--- src/ecc_params.svh ---
// named offsets, field positions, reset values and timing figures for the common control block
`ifndef ECC_PARAMS_SVH
`define ECC_PARAMS_SVH

`define ECC_ADDR_CC2        8'h1A
`define ECC_ADDR_CC3        8'h1B
`define ECC_ADDR_CC4        8'hA8
`define ECC_ADDR_CC5        8'hAA
`define ECC_RESET_BYTE      8'h00

`define ECC_CC2_AUTO_AIS    5
`define ECC_CC2_AUTO_RA     4
`define ECC_CC2_MASK        8'h30

`define ECC_CC3_TX_ES_EN    7
`define ECC_CC3_BLOCK_SEL   6
`define ECC_CC3_IDLE_SEL    5
`define ECC_CC3_SIG_REINS   3
`define ECC_CC3_HW_SIG      2
`define ECC_CC3_RATE_SEL    1
`define ECC_CC3_ALT_LOSS    0
`define ECC_CC3_MASK        8'hEF

`define ECC_CC4_MASK        8'h9F
`define ECC_CC4_REMOTE_LB   7
`define ECC_CC5_MASK        8'h7F
`define ECC_CC5_RX_ALIGN    6
`define ECC_CC5_TX_ALIGN    5
`define ECC_CHSEL_MSB       4

`define ECC_ZEROS_NORMAL    12'h0FF
`define ECC_ZEROS_ALT       12'h800
`define ECC_CRC4_RA_MS      9'h080
`define ECC_CRC4_CONST_MS   9'h190
`define ECC_HALF_FRAME      6'h10

`define ECC_CLK_PERIOD_NS   40
`define ECC_MS_NS           1000000

`endif

--- src/ecc_pkg.sv ---
// types shared by the common control block, its checker and its bench
package ecc_pkg;

    // receive-side alarm conditions that feed the automatic alarms
    typedef struct packed {
        logic frame_loss;
        logic ais_seen;
        logic carrier_loss;
    } ecc_rx_cond_t;

    // steering levels driven from the third and fourth common control registers
    typedef struct packed {
        logic tx_elastic_store_enable;
        logic tx_block_regs_function_select;
        logic tx_idle_regs_function_select;
        logic rx_signaling_reinsert_enable;
        logic tx_hw_signaling_insert_enable;
        logic tx_backplane_rate_select;
        logic remote_loopback;
    } ecc_ctrl_t;

    // multiframe search progress after FAS sync
    typedef enum logic [1:0] {
        ECC_MF_IDLE   = 2'b00,
        ECC_MF_SEARCH = 2'b01,
        ECC_MF_LATE   = 2'b10,
        ECC_MF_FAILED = 2'b11
    } ecc_mf_state_t;

endpackage

--- src/ecc_chan_monitor.sv ---
// captures the byte of one selected channel as the channel stream passes by
`timescale 1ns/100ps
`include "ecc_params.svh"

module ecc_chan_monitor
    import ecc_pkg::*;
(
    input  wire logic       sys_clk,
    input  wire logic       srst,
    input  wire logic [4:0] chan_select,
    input  wire logic [4:0] chan_index,
    input  wire logic [7:0] chan_byte,
    input  wire logic       chan_strobe,
    output logic      [7:0] monitor_byte_q
);

    // only the matching channel slot overwrites the held byte
    always_ff @(posedge sys_clk) begin
        if (srst) begin
            monitor_byte_q <= `ECC_RESET_BYTE;
        end else if (chan_strobe && (chan_index == chan_select)) begin
            monitor_byte_q <= chan_byte;
        end
    end

endmodule

--- src/ecc_common_control.sv ---
// common control registers, automatic alarms, carrier loss and elastic store align for one framer
// Operation
// auto AIS enabled: send AIS on frame loss, incoming AIS or carrier loss
// auto remote alarm: frame loss, AIS, carrier loss, or no CRC4 multiframe in 128 ms
// no CRC4 multiframe sync within 400 ms: remote alarm sent continuously
// software never sets auto AIS and auto remote alarm enables together
// transmit elastic store bypassed when its enable is zero, used when one
// block-function bit one: block registers pick inserted signaling bits per channel
// idle-function bit: zero marks idle-code channels, one marks per-channel loopback
// software writes zero to every unassigned control bit
// re-insertion bit one puts signaling back into receive serial output
// software keeps hardware signaling insertion enable cleared
// backplane select zero for 1.544 MHz system clock, one for 2.048 MHz
// carrier loss after 255 zeros, or 2048 zeros with alternate criteria
// five-bit field picks transmit channel copied to transmit monitor byte
// five-bit field picks receive channel copied to receive monitor byte
// receive align rising edge separates pointers half a frame only if closer
// transmit align rising edge separates pointers half a frame only if closer
// toggle align bits only with stable system clock; clear then set again
// automatic alarms stop when triggers vanish or the enable is cleared
`timescale 1ns/100ps
`include "ecc_params.svh"

module ecc_common_control
    import ecc_pkg::*;
#(
    parameter int CYCLES_PER_MS = `ECC_MS_NS / `ECC_CLK_PERIOD_NS
)
(
    input  wire logic       sys_clk,
    input  wire logic       srst,
    input  wire logic       cpu_cs,
    input  wire logic       cpu_wr,
    input  wire logic       cpu_rd,
    input  wire logic [7:0] cpu_addr,
    input  wire logic [7:0] cpu_wdata,
    output logic      [7:0] cpu_rdata,
    output logic            cpu_rdata_valid,
    input  wire logic       rx_frame_loss,
    input  wire logic       rx_ais_seen,
    input  wire logic       rx_bit_valid,
    input  wire logic       rx_bit,
    input  wire logic       rx_crc4_enable,
    input  wire logic       rx_crc4_mf_sync,
    input  wire logic [5:0] rx_es_gap,
    input  wire logic [5:0] tx_es_gap,
    input  wire logic [4:0] tx_chan_index,
    input  wire logic [7:0] tx_chan_byte,
    input  wire logic       tx_chan_strobe,
    input  wire logic [4:0] rx_chan_index,
    input  wire logic [7:0] rx_chan_byte,
    input  wire logic       rx_chan_strobe,
    output logic            tx_send_ais,
    output logic            tx_send_remote_alarm,
    output logic            rx_carrier_loss,
    output ecc_ctrl_t       ctrl,
    output logic            rx_es_align,
    output logic            tx_es_align,
    output logic      [7:0] tx_monitor_byte,
    output logic      [7:0] rx_monitor_byte
);

    localparam logic [15:0] MS_LAST = 16'(CYCLES_PER_MS - 1);

    logic [7:0]    cc2_q;
    logic [7:0]    cc3_q;
    logic [7:0]    cc4_q;
    logic [7:0]    cc5_q;
    logic          rx_align_q;
    logic          tx_align_q;
    logic [11:0]   zero_run_q;
    logic          carrier_loss_q;
    logic [15:0]   ms_div_q;
    logic          ms_tick;
    logic [8:0]    mf_ms_q;
    ecc_mf_state_t mf_state_q;
    ecc_mf_state_t mf_state_d;
    ecc_rx_cond_t  cond;
    logic          any_cond;
    logic          write_hit;
    logic          read_hit;
    logic [11:0]   zero_limit;
    logic          ais_q;
    logic          ra_q;
    logic          rx_align_rise;
    logic          tx_align_rise;

    // a write and a read in one cycle both act; the read returns the old value
    assign write_hit = cpu_cs && cpu_wr;
    assign read_hit  = cpu_cs && cpu_rd;

    // register writes; unassigned bits are masked off so they always read zero
    always_ff @(posedge sys_clk) begin
        if (srst) begin
            cc2_q <= `ECC_RESET_BYTE;
            cc3_q <= `ECC_RESET_BYTE;
            cc4_q <= `ECC_RESET_BYTE;
            cc5_q <= `ECC_RESET_BYTE;
        end else if (write_hit) begin
            case (cpu_addr)
                `ECC_ADDR_CC2: cc2_q <= cpu_wdata & `ECC_CC2_MASK;
                `ECC_ADDR_CC3: cc3_q <= cpu_wdata & `ECC_CC3_MASK;
                `ECC_ADDR_CC4: cc4_q <= cpu_wdata & `ECC_CC4_MASK;
                `ECC_ADDR_CC5: cc5_q <= cpu_wdata & `ECC_CC5_MASK;
                default:       cc2_q <= cc2_q;
            endcase
        end
    end

    // read answer one cycle after the strobe; unmapped addresses answer zero
    always_ff @(posedge sys_clk) begin
        if (srst) begin
            cpu_rdata       <= `ECC_RESET_BYTE;
            cpu_rdata_valid <= 1'b0;
        end else begin
            cpu_rdata_valid <= read_hit;
            if (read_hit) begin
                case (cpu_addr)
                    `ECC_ADDR_CC2: cpu_rdata <= cc2_q;
                    `ECC_ADDR_CC3: cpu_rdata <= cc3_q;
                    `ECC_ADDR_CC4: cpu_rdata <= cc4_q;
                    `ECC_ADDR_CC5: cpu_rdata <= cc5_q;
                    default:       cpu_rdata <= `ECC_RESET_BYTE;
                endcase
            end
        end
    end

    // steering levels straight from the third and fourth registers
    always_comb begin
        ctrl.tx_elastic_store_enable       = cc3_q[`ECC_CC3_TX_ES_EN];
        ctrl.tx_block_regs_function_select = cc3_q[`ECC_CC3_BLOCK_SEL];
        ctrl.tx_idle_regs_function_select  = cc3_q[`ECC_CC3_IDLE_SEL];
        ctrl.rx_signaling_reinsert_enable  = cc3_q[`ECC_CC3_SIG_REINS];
        // held for software only; the insertion path does not exist here
        ctrl.tx_hw_signaling_insert_enable = cc3_q[`ECC_CC3_HW_SIG];
        ctrl.tx_backplane_rate_select      = cc3_q[`ECC_CC3_RATE_SEL];
        ctrl.remote_loopback               = cc4_q[`ECC_CC4_REMOTE_LB];
    end

    // zero-run length depends on the alternate criteria bit
    assign zero_limit = cc3_q[`ECC_CC3_ALT_LOSS] ? `ECC_ZEROS_ALT : `ECC_ZEROS_NORMAL;

    // consecutive zero counter; any valid one clears both the count and the loss flag
    always_ff @(posedge sys_clk) begin
        if (srst) begin
            zero_run_q     <= 12'h000;
            carrier_loss_q <= 1'b0;
        end else if (rx_bit_valid) begin
            if (rx_bit) begin
                zero_run_q     <= 12'h000;
                carrier_loss_q <= 1'b0;
            end else begin
                if (zero_run_q != zero_limit) begin
                    zero_run_q <= zero_run_q + 12'h001;
                end
                // declared on the bit that completes the run
                if ((zero_run_q + 12'h001) >= zero_limit) begin
                    carrier_loss_q <= 1'b1;
                end
            end
        end
    end

    assign rx_carrier_loss = carrier_loss_q;

    // one-millisecond tick; the divider is a parameter so simulation can shorten it
    always_ff @(posedge sys_clk) begin
        if (srst) begin
            ms_div_q <= 16'h0000;
        end else if (ms_div_q >= MS_LAST) begin
            ms_div_q <= 16'h0000;
        end else begin
            ms_div_q <= ms_div_q + 16'h0001;
        end
    end

    assign ms_tick = (ms_div_q >= MS_LAST);

    // multiframe search after FAS sync: late at 128 ms, failed at 400 ms
    always_comb begin
        mf_state_d = mf_state_q;
        if (!rx_crc4_enable || rx_frame_loss || rx_crc4_mf_sync) begin
            mf_state_d = ECC_MF_IDLE;
        end else begin
            case (mf_state_q)
                ECC_MF_IDLE: begin
                    mf_state_d = ECC_MF_SEARCH;
                end
                ECC_MF_SEARCH: begin
                    if (ms_tick && (mf_ms_q + 9'h001) >= `ECC_CRC4_RA_MS) begin
                        mf_state_d = ECC_MF_LATE;
                    end
                end
                ECC_MF_LATE: begin
                    if (ms_tick && (mf_ms_q + 9'h001) >= `ECC_CRC4_CONST_MS) begin
                        mf_state_d = ECC_MF_FAILED;
                    end
                end
                ECC_MF_FAILED: begin
                    mf_state_d = ECC_MF_FAILED;
                end
                default: begin
                    mf_state_d = ECC_MF_IDLE;
                end
            endcase
        end
    end

    // search state register
    always_ff @(posedge sys_clk) begin
        if (srst) begin
            mf_state_q <= ECC_MF_IDLE;
        end else begin
            mf_state_q <= mf_state_d;
        end
    end

    // milliseconds since FAS sync, held once the search has failed; restarts whenever the search restarts
    always_ff @(posedge sys_clk) begin
        if (srst) begin
            mf_ms_q <= 9'h000;
        end else if (mf_state_d == ECC_MF_IDLE) begin
            mf_ms_q <= 9'h000;
        end else if (ms_tick && mf_state_q != ECC_MF_FAILED) begin
            mf_ms_q <= mf_ms_q + 9'h001;
        end
    end

    assign cond.frame_loss   = rx_frame_loss;
    assign cond.ais_seen     = rx_ais_seen;
    assign cond.carrier_loss = carrier_loss_q;
    assign any_cond          = |cond;

    // auto AIS follows its causes every cycle, so it drops one cycle after they go
    always_ff @(posedge sys_clk) begin
        if (srst) begin
            ais_q <= 1'b0;
        end else begin
            ais_q <= cc2_q[`ECC_CC2_AUTO_AIS] && any_cond;
        end
    end

    // remote alarm also covers a late or failed multiframe search; with both enables
    // set, an illegal setting, both alarms are sent rather than one being picked
    always_ff @(posedge sys_clk) begin
        if (srst) begin
            ra_q <= 1'b0;
        end else begin
            ra_q <= cc2_q[`ECC_CC2_AUTO_RA]
                    && (any_cond || mf_state_q == ECC_MF_LATE
                        || mf_state_q == ECC_MF_FAILED);
        end
    end

    assign tx_send_ais          = ais_q;
    assign tx_send_remote_alarm = ra_q;

    // align bits act only on a rising edge; holding them high does nothing more
    assign rx_align_rise = cc5_q[`ECC_CC5_RX_ALIGN] && !rx_align_q;
    assign tx_align_rise = cc5_q[`ECC_CC5_TX_ALIGN] && !tx_align_q;

    // receive align pulse, only when the pointers sit closer than half a frame
    always_ff @(posedge sys_clk) begin
        if (srst) begin
            rx_align_q  <= 1'b0;
            rx_es_align <= 1'b0;
        end else begin
            rx_align_q  <= cc5_q[`ECC_CC5_RX_ALIGN];
            rx_es_align <= rx_align_rise && (rx_es_gap < `ECC_HALF_FRAME);
        end
    end

    // transmit align pulse; the store moves its pointers itself and loses data then
    always_ff @(posedge sys_clk) begin
        if (srst) begin
            tx_align_q  <= 1'b0;
            tx_es_align <= 1'b0;
        end else begin
            tx_align_q  <= cc5_q[`ECC_CC5_TX_ALIGN];
            tx_es_align <= tx_align_rise && (tx_es_gap < `ECC_HALF_FRAME);
        end
    end

    // transmit channel monitor follows the fourth register's select field
    ecc_chan_monitor u_tx_monitor (
        .sys_clk        (sys_clk),
        .srst           (srst),
        .chan_select    (cc4_q[`ECC_CHSEL_MSB:0]),
        .chan_index     (tx_chan_index),
        .chan_byte      (tx_chan_byte),
        .chan_strobe    (tx_chan_strobe),
        .monitor_byte_q (tx_monitor_byte)
    );

    // receive channel monitor follows the fifth register's select field
    ecc_chan_monitor u_rx_monitor (
        .sys_clk        (sys_clk),
        .srst           (srst),
        .chan_select    (cc5_q[`ECC_CHSEL_MSB:0]),
        .chan_index     (rx_chan_index),
        .chan_byte      (rx_chan_byte),
        .chan_strobe    (rx_chan_strobe),
        .monitor_byte_q (rx_monitor_byte)
    );

endmodule

--- config.mk ---
export PLATFORM = sky130hd
export DESIGN_NAME = ecc_common_control
export DESIGN_NICKNAME = d
export VERILOG_FILES = /design/src/ecc_pkg.sv /design/src/ecc_chan_monitor.sv /design/src/ecc_common_control.sv
export VERILOG_INCLUDE_DIRS = /design/src
export SDC_FILE = /design/constraint.sdc
export NUM_CORES = 1
export LEC_CHECK = 0
export ABC_AREA = 1
export BUFFER_PORTS_ARGS = -buffer_cell sky130_fd_sc_hd__buf_4
export CORE_MARGIN = 2
export CORE_UTILIZATION = 58
export CTS_BUF_LIST = sky130_fd_sc_hd__clkbuf_4 sky130_fd_sc_hd__clkbuf_8 sky130_fd_sc_hd__clkbuf_16
export CTS_CLUSTER_SIZE = 14
export DETAILED_ROUTE_END_ITERATION = 8
export GPL_ROUTABILITY_DRIVEN = 0
export PLACE_DENSITY = 0.85
export SYNTH_ARGS = -nofsm -noshare
export SYNTH_HDL_FRONTEND = slang
export SYNTH_SLANG_ARGS = --single-unit
--- constraint.sdc ---
create_clock -name sys_clk -period 4.5 [get_ports sys_clk]
set_input_delay 0.675 -clock sys_clk [delete_from_list [all_inputs] [get_ports sys_clk]]
set_output_delay 0.675 -clock sys_clk [all_outputs]
set_load 0.05 [all_outputs]
* Word-level counts from Yosys, hierarchy flattened *
Cells that the tools add are included.

storage, ports and cells
  flip-flop bits (word level) = 93
  bits of input ports = 67
  output and inout port bits = 37
  logic and storage cells = 82

operators by class
  $add $sub $neg = 3
  magnitude comparators = 6
  eq/ne operators = 11
  mux-type cells = 10
  reductions and logical operators = 33

operator list
  kind                     number
  $mux W12                 3
  $pmux W8 S4              1
  $add A16 B1 Y16 const B  1
  $eq A8 B5 Y1 const B     2
  $eq A8 B8 Y1 const B     2
  $ge A16 B15 Y1 const B   1
  $logic_and A1 B1 Y1      13
  $add A12 B1 Y12 const B  1
  $ge A12 B12 Y1           1
  $lt A6 B5 Y1 const B     2
  $ne A12 B12 Y1           1
  $reduce_and A2 Y1        6
  $eq A5 B5 Y1             2
  $add A9 B1 Y9 const B    1
  $ge A9 B8 Y1 const B     1
  $ge A9 B9 Y1 const B     1
  $pmux W2 S4              1
  $mux W2                  3
  $eq A2 B2 Y1 const B     2
  $logic_not A2 Y1         2
  $logic_or A1 B1 Y1       4
  $reduce_bool A2 Y1       2
  $reduce_or A2 Y1         2
  $logic_not A1 Y1         3
  4 further kinds          5

* Depth between registers and ports, before layout *
Gate-level depths: netlist of the first run.

  word-level depth = 8
  depth in mapped cells = 15
  mapped depth without buffers = 15

* By module *
A second synthesis of the first run with hierarchy kept.

unflattened totals
  cell total of the unflattened synthesis = 663
  area total of the unflattened synthesis = 4629.4 um2

modules (own cells, without submodules)
  module              instances  cells an instance  area each (um2)  sequential area each (um2)
  ecc_common_control  1          509                3758.6           1541.5
  ecc_chan_monitor    2          77                 435.4            160.2

* Worst setup path before layout of the first run *
Ideal clock, no wire load.

  path type = reg2reg
  from = register zero_run_q[2]
  to = register carrier_loss_q, in the netlist rx_carrier_loss
  setup time = 117 ps
  arrival = 1870 ps
  data required time = 4383 ps
  slack = 2513 ps
  stages on the path, launching flop included = 16
  buffers on the path = 0
  period minus slack after synthesis = 1987 ps
  cell sequence = dfxtp_1 nand2_2 nor3_4 nand4_1 xor2_1 ha_1 a21oi_1 o21ai_0 nor2_1 nand2_1 nor2_1 nand2_1 nand2_1 nand2_1 nand2_1 a21oi_1

between the ends
  word-level cells in the longest chain between the ends = 4

ends and longest elaborated chain
  what                                 RTL line                   source
  from (decl)                          ecc_common_control.sv:71   logic [11:0] zero_run_q;
  from (signal assigned)               ecc_common_control.sv:155  zero_run_q <= zero_run_q + 12'h001;
  $add A12 B1 Y12                      ecc_common_control.sv:158  if ((zero_run_q + 12'h001) >= zero_limit) begin
  $ge A12 B12 Y1                       ecc_common_control.sv:158
  $reduce_bool A2 Y1 (no source line)  --
  $reduce_and A2 Y1 (no source line)   --
  to (signal assigned)                 ecc_common_control.sv:148  carrier_loss_q <= 1'b0;
  to (signal assigned)                 ecc_common_control.sv:152  carrier_loss_q <= 1'b0;
  to (signal assigned)                 ecc_common_control.sv:159  carrier_loss_q <= 1'b1;
  to (decl)                            ecc_common_control.sv:72   logic carrier_loss_q;

No other way between the ends.
A chain may end at the register's enable or synchronous reset.

* Worst setup path after layout of the first run *
  from = register cc3_q[0]
  to = register zero_run_q[2]

between the ends
  word-level cells in the longest chain between the ends = 4

ends and longest elaborated chain
  what                                 RTL line                   source
  from (decl)                          ecc_common_control.sv:66   logic [7:0] cc3_q;
  from (signal assigned)               ecc_common_control.sv:96   cc3_q <= `ECC_RESET_BYTE;
  from (signal assigned)               ecc_common_control.sv:102  `ECC_ADDR_CC3: cc3_q <= cpu_wdata & `ECC_CC3_MASK;
  $mux W12 (no source line)            --
  $ne A12 B12 Y1                       ecc_common_control.sv:154  if (zero_run_q != zero_limit) begin
  $reduce_bool A2 Y1 (no source line)  --
  $reduce_and A2 Y1 (no source line)   --

No other way between the ends.

==> flow_metrics.env, run 1 <==
export IMPL_min_to="tx_es_align"
export IMPL_cts_buffers_inserted=9
export IMPL_ctsHoldBuffers=0
export IMPL_use_met2_pct=43.75
export IMPL_cts_resized_gates=0
export IMPL_final_setup_tns_ps=0
export IMPL_yosys_warnings=0
export IMPL_grt_max_degree=31
export IMPL_core_area_sq_um=7331
export IMPL_fp_dieW_microns=91.44
export IMPL_critPathRequiredTime_ps=4790
export IMPL_synth_top_area_share_pct=41.99
export IMPL_drv_cap=0
export IMPL_antenna_found_initial=0
export IMPL_grt_usage_pct=24.96
export IMPL_hold_class="flop to flop"
export IMPL_cts_tree="done"
export IMPL_port_buffers=95
export IMPL_finalSetupViolCount=0
export IMPL_power_leakage_nw=2.219
export IMPL_hold_ws_ps=402.2
export IMPL_fin_crit_sh_pct=55.94
export IMPL_worstPathArrival_ps=2810
export IMPL_htree_levels=3
export IMPL_wl_microns=10330
export IMPL_slew_viol_final=0
export IMPL_synthMuxAreaShare_pct=0
export IMPL_use_met1_pct=29.56
export IMPL_yosysSeqAreaShare_pct=41.99
export IMPL_post_dp_cell_area_sq_um=5154
export IMPL_routed_via_density=5.267
export IMPL_grt_pass1_wl_microns=16900
export IMPL_grt_ovfl_total=0
export IMPL_path_clk_slew_ps=90
export IMPL_drc=0
export IMPL_outcome="complete, no violations"
export IMPL_cp_start_kind="flop"
export IMPL_synth_area_leaders="dfxtp_1 (42%), nand2_1 (10%), a21oi_1 (8.6%), inv_1 (6.8%), o21ai_0 (5.1%)"
export IMPL_vias=4145
export IMPL_tightest_slew_ps=795.9
export IMPL_p_seq_share_pct=54.8
export IMPL_routedWlPerCell_microns=13.12
export IMPL_synth_top_family_by_area="simple AND/OR/NAND/NOR gates"
export IMPL_postLayoutCellArea_sq_um=5358
export IMPL_first_pass_iters=5
export IMPL_clk_path_buf_depth=2
export IMPL_cts_root_buf="clkbuf_8"
export IMPL_end_kind="flop"
export IMPL_max_freq_mhz=397.3
export IMPL_num_antenna_cells=0
export IMPL_crit_path_max_fanout=13
export IMPL_core_rowCount=31
export IMPL_area_growth_syn_to_layout_pct=20.82
export IMPL_met3_usage_pct=7.054
export IMPL_whs_path_depth=1
export IMPL_path_class="flop to flop"
export IMPL_syn_nets=677
export IMPL_clock_latency_ps=370
export IMPL_regToRegSetupSlack_ps=1980
export IMPL_period_minus_slack_ps=2517
export IMPL_r2r_start="cc3_q[0]"
export IMPL_syn_cell_area_sq_um=4434
export IMPL_synth_compound_area_share_pct=16.39
export IMPL_clkPwrFrac_pct=37.8
export IMPL_synth_simple_area_share_pct=23.70
export IMPL_io_pins=104
export IMPL_die_h_microns=91.44
export IMPL_dp_hpwl_microns=7682
export IMPL_first_iter_violations=207
export IMPL_final_nets=763
export IMPL_ys_types=38
export IMPL_grt_pass1_vias=3748
export IMPL_drive_above_1_share_pct=19.04
export IMPL_synth_xor_area_share_pct=4.148
export IMPL_yosys_area_top_type="dfxtp_1"
export IMPL_p_per_area_nw_per_um2=283.7
export IMPL_skew_ps=11.76
export IMPL_start_util_pct=60.49
export IMPL_max_slew_margin_rel_pct=46.74
export IMPL_switching_share_pct=23.76
export IMPL_ant_nets=0
export IMPL_synth_seq_cells=93
export IMPL_syn_avg_cell_area_sq_um=7.428
export IMPL_cts_sinks=93
export IMPL_r2r_end="zero_run_q[2]"
export IMPL_holdCritStartpoint="tx_align_q"
export IMPL_dieArea_sq_um=8360
export IMPL_busiest_layer="met2"
export IMPL_p_switching_mw=0.3611
export IMPL_hold_viol=0
export IMPL_ir_drop_v=0.0002392
export IMPL_synth_adder_area_share_pct=3.668
export IMPL_reg2regPathDepth=8
export IMPL_p_comb_share_pct=7.5
export IMPL_synthCells=597
export IMPL_rsz0062_at_grt="false"
export IMPL_internal_power_mw=1.159
export IMPL_post_cts_setup_buffer_count=0
## area by class of cell
cell class                 instances  area (sq um)
sequential                        93          1862
clock inverter                     5         58.81
inverter                          85         319.1
tap                               99         123.9
fill                             574          1973
multi-input combinational        398          2128
clock buffer                      11         145.1
timing repair buffer              96         720.7
## kinds of logic after synthesis
| group | count (synthesis) |
|---|---|
| other | 1 |
| and+or+nand+nor | 227 |
| AOI/OAI and AO/OA | 136 |
| DFF | 93 |
| buffers and inverters | 106 |
| adders and majority gates | 13 |
| xor gates and xnor gates | 21 |
## cells in the final DEF (no fill, tap or decap), types with 2 or more instances in the layout
master	netlist	routed
nand2_2	4	4
nor3_2	2	2
xnor2_1	4	4
nor2_1	36	36
clkbuf_8	0	10
o21ai_0	45	45
inv_2	3	3
ha_1	13	13
inv_1	80	80
nor2_4	2	2
buf_4	7	96
clkinvlp_4	0	2
a221oi_1	2	2
a21oi_1	76	76
clkinv_1	2	2
xor2_1	17	17
o221ai_1	3	3
nand2_1	121	121
nor3_1	7	7
o21ai_1	3	3
nand3_1	29	29
dfxtp_1	93	93
nor4_1	2	2
nor3b_1	6	6
o22ai_1	4	4
nand4_1	11	11
## cell usage after synthesis, drive strengths merged
library cell,count
o211ai,1
xor2,17
ha,13
o221ai,3
nand4,11
clkbuf,8
o22ai,4
nand3,30
dfxtp,93
nand2,126
nor3,10
o31ai,1
a221oi,2
conb,1
a21oi,77
nand3b,1
nor4,4
nor3b,6
clkinv,2
o21ai,48
xnor2,4
inv,83
or2,1
buf,13
nor2,38
## power groups by stage
stage                     logic (mW)  registers [mW]  clock network [mW]
after floorplan               0.0485           0.859                   0
after global placement         0.110           0.851                   0
after detailed placement       0.113           0.852                   0
after CTS                      0.113           0.832               0.583
after global routing           0.124           0.833               0.620
final                          0.113           0.832               0.574
## flip-flops by register name, summed over array words and instances, names as in the netlist, 2 cells and up
register and cells:
cc4_q 6, u_rx_monitor.monitor_byte_q 8, u_tx_monitor.monitor_byte_q 8, mf_ms_q 9, cc5_q 7, mf_state_q 2, ms_div_q 16, zero_run_q 12
cpu_rdata 8, cc2_q 2, cc3_q 7
## how the worst max path moves through the flow
stage	startpoint	end	slack (ps)	depth (start not counted)
5_1_grt	cc3_q[0]	zero_run_q[10]	1680	8
4_1_cts	cc3_q[0]	zero_run_q[10]	1950	8
2_1_floorplan	zero_run_q[2]	rx_carrier_loss	2510	15
6_report	cc3_q[0]	zero_run_q[2]	1980	8
3_3_place_gp	srst	ms_div_q[12]	1900	4
3_5_place_dp	srst	ms_div_q[7]	1850	4
## critical path, cell delays in order (launching register included)
cell     delay (ps)
dfxtp_1         580
inv_1           220
ha_1            360
nor3_1           50
nand4_1         100
nand2_2         170
nor2_1          660
nand2_1         150
a21oi_1         150
## layer usage
layer | routed length, microns | vias to the layer above | share of wire, %
met5 | 0 | - | 0
met4 | 144 | 0 | 1.4
met3 | 573 | 12 | 5.5
met2 | 5207 | 121 | 50
met1 | 4400 | 1893 | 43
li1 | - | 2119 | -
## stage by stage
stage                     power [mW]  utilization, %  cells  setup slack (ps)
after global routing           1.578           73.08    787              1685
after global placement        0.9610           70.30    771              1900
after detailed placement      0.9644           70.30    771              1854
after floorplan               0.9077               -    597              2513
after CTS                      1.529           73.08    787              1948
final                          1.520           73.08    787              1983
Note: power is estimated with default switching activity, not from simulation.
==> run 2: changes to the inputs <==
--- a/config.mk
+++ b/config.mk
@@ -9,12 +9,12 @@
 export ABC_AREA = 1
 export BUFFER_PORTS_ARGS = -buffer_cell sky130_fd_sc_hd__buf_4
 export CORE_MARGIN = 2
-export CORE_UTILIZATION = 58
+export CORE_UTILIZATION = 54
 export CTS_BUF_LIST = sky130_fd_sc_hd__clkbuf_4 sky130_fd_sc_hd__clkbuf_8 sky130_fd_sc_hd__clkbuf_16
 export CTS_CLUSTER_SIZE = 14
 export DETAILED_ROUTE_END_ITERATION = 8
 export GPL_ROUTABILITY_DRIVEN = 0
-export PLACE_DENSITY = 0.85
+export PLACE_DENSITY = 0.8
 export SYNTH_ARGS = -nofsm -noshare
 export SYNTH_HDL_FRONTEND = slang
 export SYNTH_SLANG_ARGS = --single-unit
==> constraint.sdc (replaced) <==
create_clock -name sys_clk -period 2.5 [get_ports sys_clk]
set_input_delay 0.375 -clock sys_clk [delete_from_list [all_inputs] [get_ports sys_clk]]
set_output_delay 0.375 -clock sys_clk [all_outputs]
set_load 0.05 [all_outputs]
==> run 2 against run 1 <==
Effect of this change:
- sequential share of layout area shrank 0.18 points
- global-route usage grew 0.24 points
- core utilization shrank 6.5 points
- clock-buffer cell count decreased by 2
- register-to-register slack worse by 1700 ps
- wire length up 6.8%
- sequential power increased by 80%
- clock skew hardly changed
- via count increased by 1.8%
- hold slack got worse by 240 ps
- highest routed layer unchanged
- sequential cell count is the same
- cell count grew 1.1%
==> flow_metrics.env, run 2 (same netlist as run 1, synthesis figures left out) <==
export IMPL_outcome="complete, no violations"
export IMPL_max_freq_mhz=452.7
export IMPL_hold_class="primary input to flop"
export IMPL_crit_path_max_fanout=5
export IMPL_grt_usage_pct=25.20
export IMPL_hold_viol=0
export IMPL_whs_path_depth=2
export IMPL_clk_path_buf_depth=2
export IMPL_final_common_cell="nand2_1"
export IMPL_crit_family="simple AND/OR/NAND/NOR gates"
export IMPL_routedWlPerCell_microns=13.86
export IMPL_drc=0
export IMPL_final_nets=767
export IMPL_slew_viol_final=0
export IMPL_worstPathArrival_ps=2470
export IMPL_hold_ws_ps=159.4
export IMPL_crit_chain="inv_1 -> nor3_4 -> nand4_1 -> xor2_1 -> ha_1 -> a21oi_1 -> o21ai_0 -> nor2_1 -> nand2_1 -> nor2_1 -> nand2_1 -> nand2_1 -> nand2_1 -> nand2_1 -> a21oi_1"
export IMPL_cts_root_buf="clkbuf_8"
export IMPL_core_rowCount=33
export IMPL_most_common_layout_cells="nand2_1 (121), buf_4 (100), dfxtp_1 (92)"
export IMPL_tightest_slew_ps=581.5
export IMPL_rsz0062_at_grt="false"
export IMPL_fp_dieW_microns=94.62
export IMPL_cp_num_cells=15
export IMPL_ir_drop_v=0.0004020
export IMPL_num_antenna_cells=0
export IMPL_finalSetupViolCount=0
export IMPL_fin_crit_sh_pct=88.36
export IMPL_wl_met3_microns=652
export IMPL_post_cts_setup_buffer_count=0
export IMPL_start_util_pct=54.79
export IMPL_critPathRequiredTime_ps=2760
export IMPL_routedLengthMet1_microns=4624
export IMPL_routed_via_density=5.302
export IMPL_internal_power_mw=2.054
export IMPL_power_leakage_nw=2.231
export IMPL_fill_cells=689
export IMPL_htree_levels=3
export IMPL_reg2regPathDepth=15
export IMPL_period_minus_slack_ps=2209
export IMPL_clock_latency_ps=370
export IMPL_reg_top3="ms_div_q (16), zero_run_q (12), mf_ms_q (9)"
export IMPL_final_setup_tns_ps=0
export IMPL_first_pass_iters=5
export IMPL_max_slew_margin_rel_pct=61.12
export IMPL_port_buffers=95
export IMPL_io_pins=104
export IMPL_clkPwrFrac_pct=37.5
export IMPL_skew_ps=11.63
export IMPL_largest_reg_flops=16
export IMPL_first_iter_violations=209
export IMPL_grt_ovfl_total=0
export IMPL_cpPeakStageDelay_ps=380
export IMPL_ant_nets=0
export IMPL_path_class="flop to flop"
export IMPL_switching_share_pct=25.05
export IMPL_path_clk_slew_ps=90
export IMPL_die_h_microns=94.62
export IMPL_dieArea_sq_um=8952
export IMPL_crit_slowest_cell="dfxtp_1"
export IMPL_dp_hpwl_microns=8291
export IMPL_p_per_area_nw_per_um2=508.5
export IMPL_cts_tree="done"
export IMPL_cts_sinks=93
export IMPL_drive_above_1_share_pct=19.54
export IMPL_area_growth_syn_to_layout_pct=21.53
export IMPL_grt_pass1_wl_microns=17850
export IMPL_antenna_found_initial=0
export IMPL_cp_start_kind="flop"
export IMPL_p_seq_share_pct=54.7
export IMPL_core_area_sq_um=8093
export IMPL_p_switching_mw=0.6865
export IMPL_wl_microns=11030
export IMPL_critical_path_buf_inv_count=1
export IMPL_grt_max_degree=34
export IMPL_end_kind="flop"
export IMPL_topRoutingLayerUsed="met4"
export IMPL_top_register="ms_div_q"
export IMPL_route_met2_wl_microns=5553
export IMPL_cts_buffers_inserted=9
export IMPL_grt_pass1_vias=3965
export IMPL_drv_cap=0
export IMPL_path_common_cell="nand2_1"
export IMPL_vias=4220
export IMPL_p_comb_share_pct=7.8
-- run 2: power groups by stage --
stage               registers (mW)  clock network (mW)  logic (mW)
floorplan                     1.55                   0      0.0873
global placement              1.53                   0       0.205
detailed placement            1.53                   0       0.211
CTS                           1.50                1.03       0.212
global route                  1.50                1.10       0.232
finish                        1.50                1.03       0.213
-- run 2: cell type report --
type / count / area [sq um] / area share [%]
well taps: 105 / 131.4 / 2.438
clock buffers: 9 / 123.9 / 2.299
clock inverters: 6 / 72.57 / 1.347
multi-input cells: 398 / 2128 / 39.49
inverters: 85 / 319.1 / 5.921
repair buffers: 100 / 750.7 / 13.93
flip-flops and latches: 93 / 1863 / 34.57
-- run 2: path summary, 6_finish.rpt --
check,from,end,slack (ps)
max,zero_run_q[3],rx_carrier_loss,290
min,tx_es_gap[4],tx_es_align,160
max reg2reg,zero_run_q[3],rx_carrier_loss,290
min reg2reg,tx_align_q,tx_es_align,400
-- run 2: through the flow --
step                power [mW]  setup WS (ps)  util, %  cells  cell area [sq um]
floorplan                1.634          513.3        -    597               4434
global placement         1.737          337.1    64.15    781               5191
detailed placement       1.745          282.6    64.15    781               5191
CTS                      2.741          251.4    66.57    796               5388
global route             2.834          1.093    66.59    796               5389
finish                   2.740          290.9    66.59    796               5389
-- run 2: what timing repair did --
| action | CTS | global route |
|---|---|---|
| gates resized for setup | 0 | 1 |
| hold buffers | 0 | 0 |
| endpoints found under the setup margin | 0 | 1 |
-- run 2: layer usage --
| layer | track usage [%] | vias to the layer above |
|---|---|---|
| met3 | 5.666 | 16 |
| met5 | 0 | - |
| met4 | 7.729 | 0 |
| li1 | - | 2123 |
| met1 | 29.86 | 1936 |
| met2 | 45.21 | 145 |
==> run 3: changes to the inputs <==
--- a/config.mk
+++ b/config.mk
@@ -11,6 +11,7 @@
 export CORE_MARGIN = 2
 export CORE_UTILIZATION = 54
 export CTS_BUF_LIST = sky130_fd_sc_hd__clkbuf_4 sky130_fd_sc_hd__clkbuf_8 sky130_fd_sc_hd__clkbuf_16
+export CTS_CLUSTER_DIAMETER = 150
 export CTS_CLUSTER_SIZE = 14
 export DETAILED_ROUTE_END_ITERATION = 8
 export GPL_ROUTABILITY_DRIVEN = 0
==> constraint.sdc (replaced) <==
create_clock -name sys_clk -period 2.1 [get_ports sys_clk]
set_input_delay 0.315 -clock sys_clk [delete_from_list [all_inputs] [get_ports sys_clk]]
set_output_delay 0.315 -clock sys_clk [all_outputs]
set_load 0.05 [all_outputs]
==> run 3 against run 2 <==
Effect of this change:
- clock-buffer cell count increased by 2
- critical path depth did not move
- sequential power up 19%
- fmax increased by 5.7%
- final area increased by 1.4%
- die area unchanged
- sequential cell count unchanged
- via count down 0.50%
- critical endpoint unchanged
- largest cell class unchanged
- highest routed layer unchanged
==> flow_metrics.env, run 3 (same netlist as run 1, synthesis figures left out) <==
export IMPL_outcome="complete, no violations"
export IMPL_vias=4199
export IMPL_rsz0062_at_grt="true"
export IMPL_path_common_cell="nand2_1"
export IMPL_routedWlPerCell_microns=13.45
export IMPL_clkPwrFrac_pct=35.0
export IMPL_first_pass_iters=4
export IMPL_ctsHoldBuffers=0
export IMPL_grt_pass1_wl_microns=17500
export IMPL_ant_nets=0
export IMPL_grt_ovfl_total=0
export IMPL_max_freq_mhz=478.4
export IMPL_critPathRequiredTime_ps=2360
export IMPL_first_iter_violations=127
export IMPL_tightest_slew_ps=577.0
export IMPL_dieArea_sq_um=8952
export IMPL_crit_chain="inv_1 -> nor3_4 -> nand4_1 -> xor2_1 -> ha_1 -> a21oi_1 -> o21ai_1 -> nor2_1 -> nand2_1 -> nor2_1 -> nand2_1 -> nand2_1 -> nand2_1 -> nand2_1 -> a21oi_1"
export IMPL_power_leakage_nw=2.284
export IMPL_p_per_area_nw_per_um2=574.9
export IMPL_routed_via_density=5.197
export IMPL_cts_root_buf="clkbuf_8"
export IMPL_core_rowCount=33
export IMPL_holdCritStartpoint="rx_es_gap[4]"
export IMPL_path_class="flop to flop"
export IMPL_period_minus_slack_ps=2090
export IMPL_grt_max_degree=31
export IMPL_clock_latency_ps=360
export IMPL_clk_path_buf_depth=2
export IMPL_final_common_cell="nand2_1"
export IMPL_start_util_pct=54.79
export IMPL_slew_viol_final=0
export IMPL_crit_path_max_fanout=3
export IMPL_regToRegSetupSlack_ps=10
export IMPL_finalSetupViolCount=0
export IMPL_pre_cts_ws_ps=-1.796
export IMPL_final_nets=779
export IMPL_ir_drop_v=0.0003302
export IMPL_cts_tree="done"
export IMPL_grt_usage_pct=24.70
export IMPL_dp_hpwl_microns=8164
export IMPL_cp_startpoint="zero_run_q[0]"
export IMPL_htree_levels=3
export IMPL_p_comb_share_pct=8.2
export IMPL_reg_top3="ms_div_q (16), zero_run_q (12), mf_ms_q (9)"
export IMPL_top_register="ms_div_q"
export IMPL_crit_slowest_cell="dfxtp_2"
export IMPL_cp_start_kind="flop"
export IMPL_max_slew_margin_rel_pct=61.43
export IMPL_cts_buffers_inserted=9
export IMPL_die_h_microns=94.62
export IMPL_switching_share_pct=24.60
export IMPL_fp_dieW_microns=94.62
export IMPL_path_clk_slew_ps=90
export IMPL_wl_microns=10870
export IMPL_largest_reg_flops=16
export IMPL_core_area_sq_um=8093
export IMPL_port_buffers=95
export IMPL_io_pins=104
export IMPL_worstPathArrival_ps=2350
export IMPL_p_seq_share_pct=56.8
export IMPL_r2r_start="zero_run_q[0]"
export IMPL_cts_sinks=93
export IMPL_skew_ps=11.03
export IMPL_drive_above_1_share_pct=21.19
export IMPL_drv_cap=0
export IMPL_cpPeakStageDelay_ps=350
export IMPL_hold_class="primary input to flop"
export IMPL_p_switching_mw=0.7728
export IMPL_drc=0
export IMPL_final_setup_tns_ps=0
export IMPL_setup_ws_ps=9.589
export IMPL_hold_viol=0
export IMPL_antenna_found_initial=0
export IMPL_internal_power_mw=2.368
export IMPL_area_growth_syn_to_layout_pct=23.22
export IMPL_num_antenna_cells=0
export IMPL_most_common_layout_cells="nand2_1 (121), buf_4 (112), dfxtp_1 (91)"
export IMPL_grt_pass1_vias=3953
export IMPL_fin_crit_sh_pct=99.54
export IMPL_end_kind="flop"
run 3: cell types whose count changed in the layout (fill, tap and decap cells not counted):
| cell | previous run | this run |
|---|---|---|
| o21ai_1 | 3 | 4 |
| inv_8 | 1 | 0 |
| dfxtp_1 | 92 | 91 |
| clkinvlp_4 | 3 | 2 |
| clkbuf_8 | 9 | 10 |
| dfxtp_2 | 1 | 2 |
| clkbuf_4 | 0 | 1 |
| nor2_1 | 36 | 35 |
| o21ai_0 | 45 | 44 |
| nor2_2 | 0 | 1 |
| bufinv_16 | 1 | 0 |
| buf_4 | 100 | 112 |
| clkinv_4 | 0 | 1 |
run 3: layer usage:
metal  wire, microns  global-route usage (%)  vias up
li1                -                       -     2146
met1            4738                   29.88     1914
met2            5290                   42.85      116
met3             590                   4.389       23
met4             250                   10.87        0
met5               0                       0        -
run 3: stage by stage:
stage	hold WS [ps]	power [mW]	area (sq um)	std cells	util [%]
after detailed placement	388.4	2.077	5266	791	65.07
after CTS	94.13	3.160	5453	807	67.38
after floorplan	371.5	1.945	4434	597	-
after global placement	379.9	2.069	5266	791	65.07
after global routing	93.19	3.247	5464	808	67.52
final	105.1	3.141	5464	808	67.52
run 3: worst max-delay path, delay by kind of cell (launching register included):
kind | cells | cell delay [ps]
AOI/OAI and AO/OA | 3 | 250
xor gates and xnor gates | 1 | 190
adders and majority gates | 1 | 290
buffers and inverters | 1 | 70
DFF | 1 | 350
and+or+nand+nor | 9 | 820
run 3: repair_timing:
action | 4_1_cts | 5_1_grt
setup buffers | 1 | 1
pin swaps | 2 | 2
gates resized for setup | 1 | 3
hold endpoints to repair | 0 | 0
setup endpoints to repair | 1 | 13
run 3: area by class of cell:
type	count	area (sq um)
Sequential cell	93	1864
Clock inverter	4	32.53
Fill cell	670	2629
Multi-Input combinational cell	398	2131
Tap cell	105	131.4
Clock buffer	11	145.1
Inverter	85	319.1
Timing Repair Buffer	112	840.8
run 3: path summary, 6_finish.rpt:
check	to	depth (start not counted)
setup reg to reg	rx_carrier_loss	15
hold / removal	rx_es_align	2
setup / recovery	rx_carrier_loss	15
hold reg to reg	tx_es_align	1
run 3: power by group through the flow:
stage | logic [mW] | registers, mW | clock network (mW)
4_1_cts | 0.254 | 1.78 | 1.12
3_3_place_gp | 0.245 | 1.82 | 0
2_1_floorplan | 0.104 | 1.84 | 0
3_5_place_dp | 0.252 | 1.83 | 0
5_1_grt | 0.282 | 1.79 | 1.18
6_report | 0.257 | 1.78 | 1.10
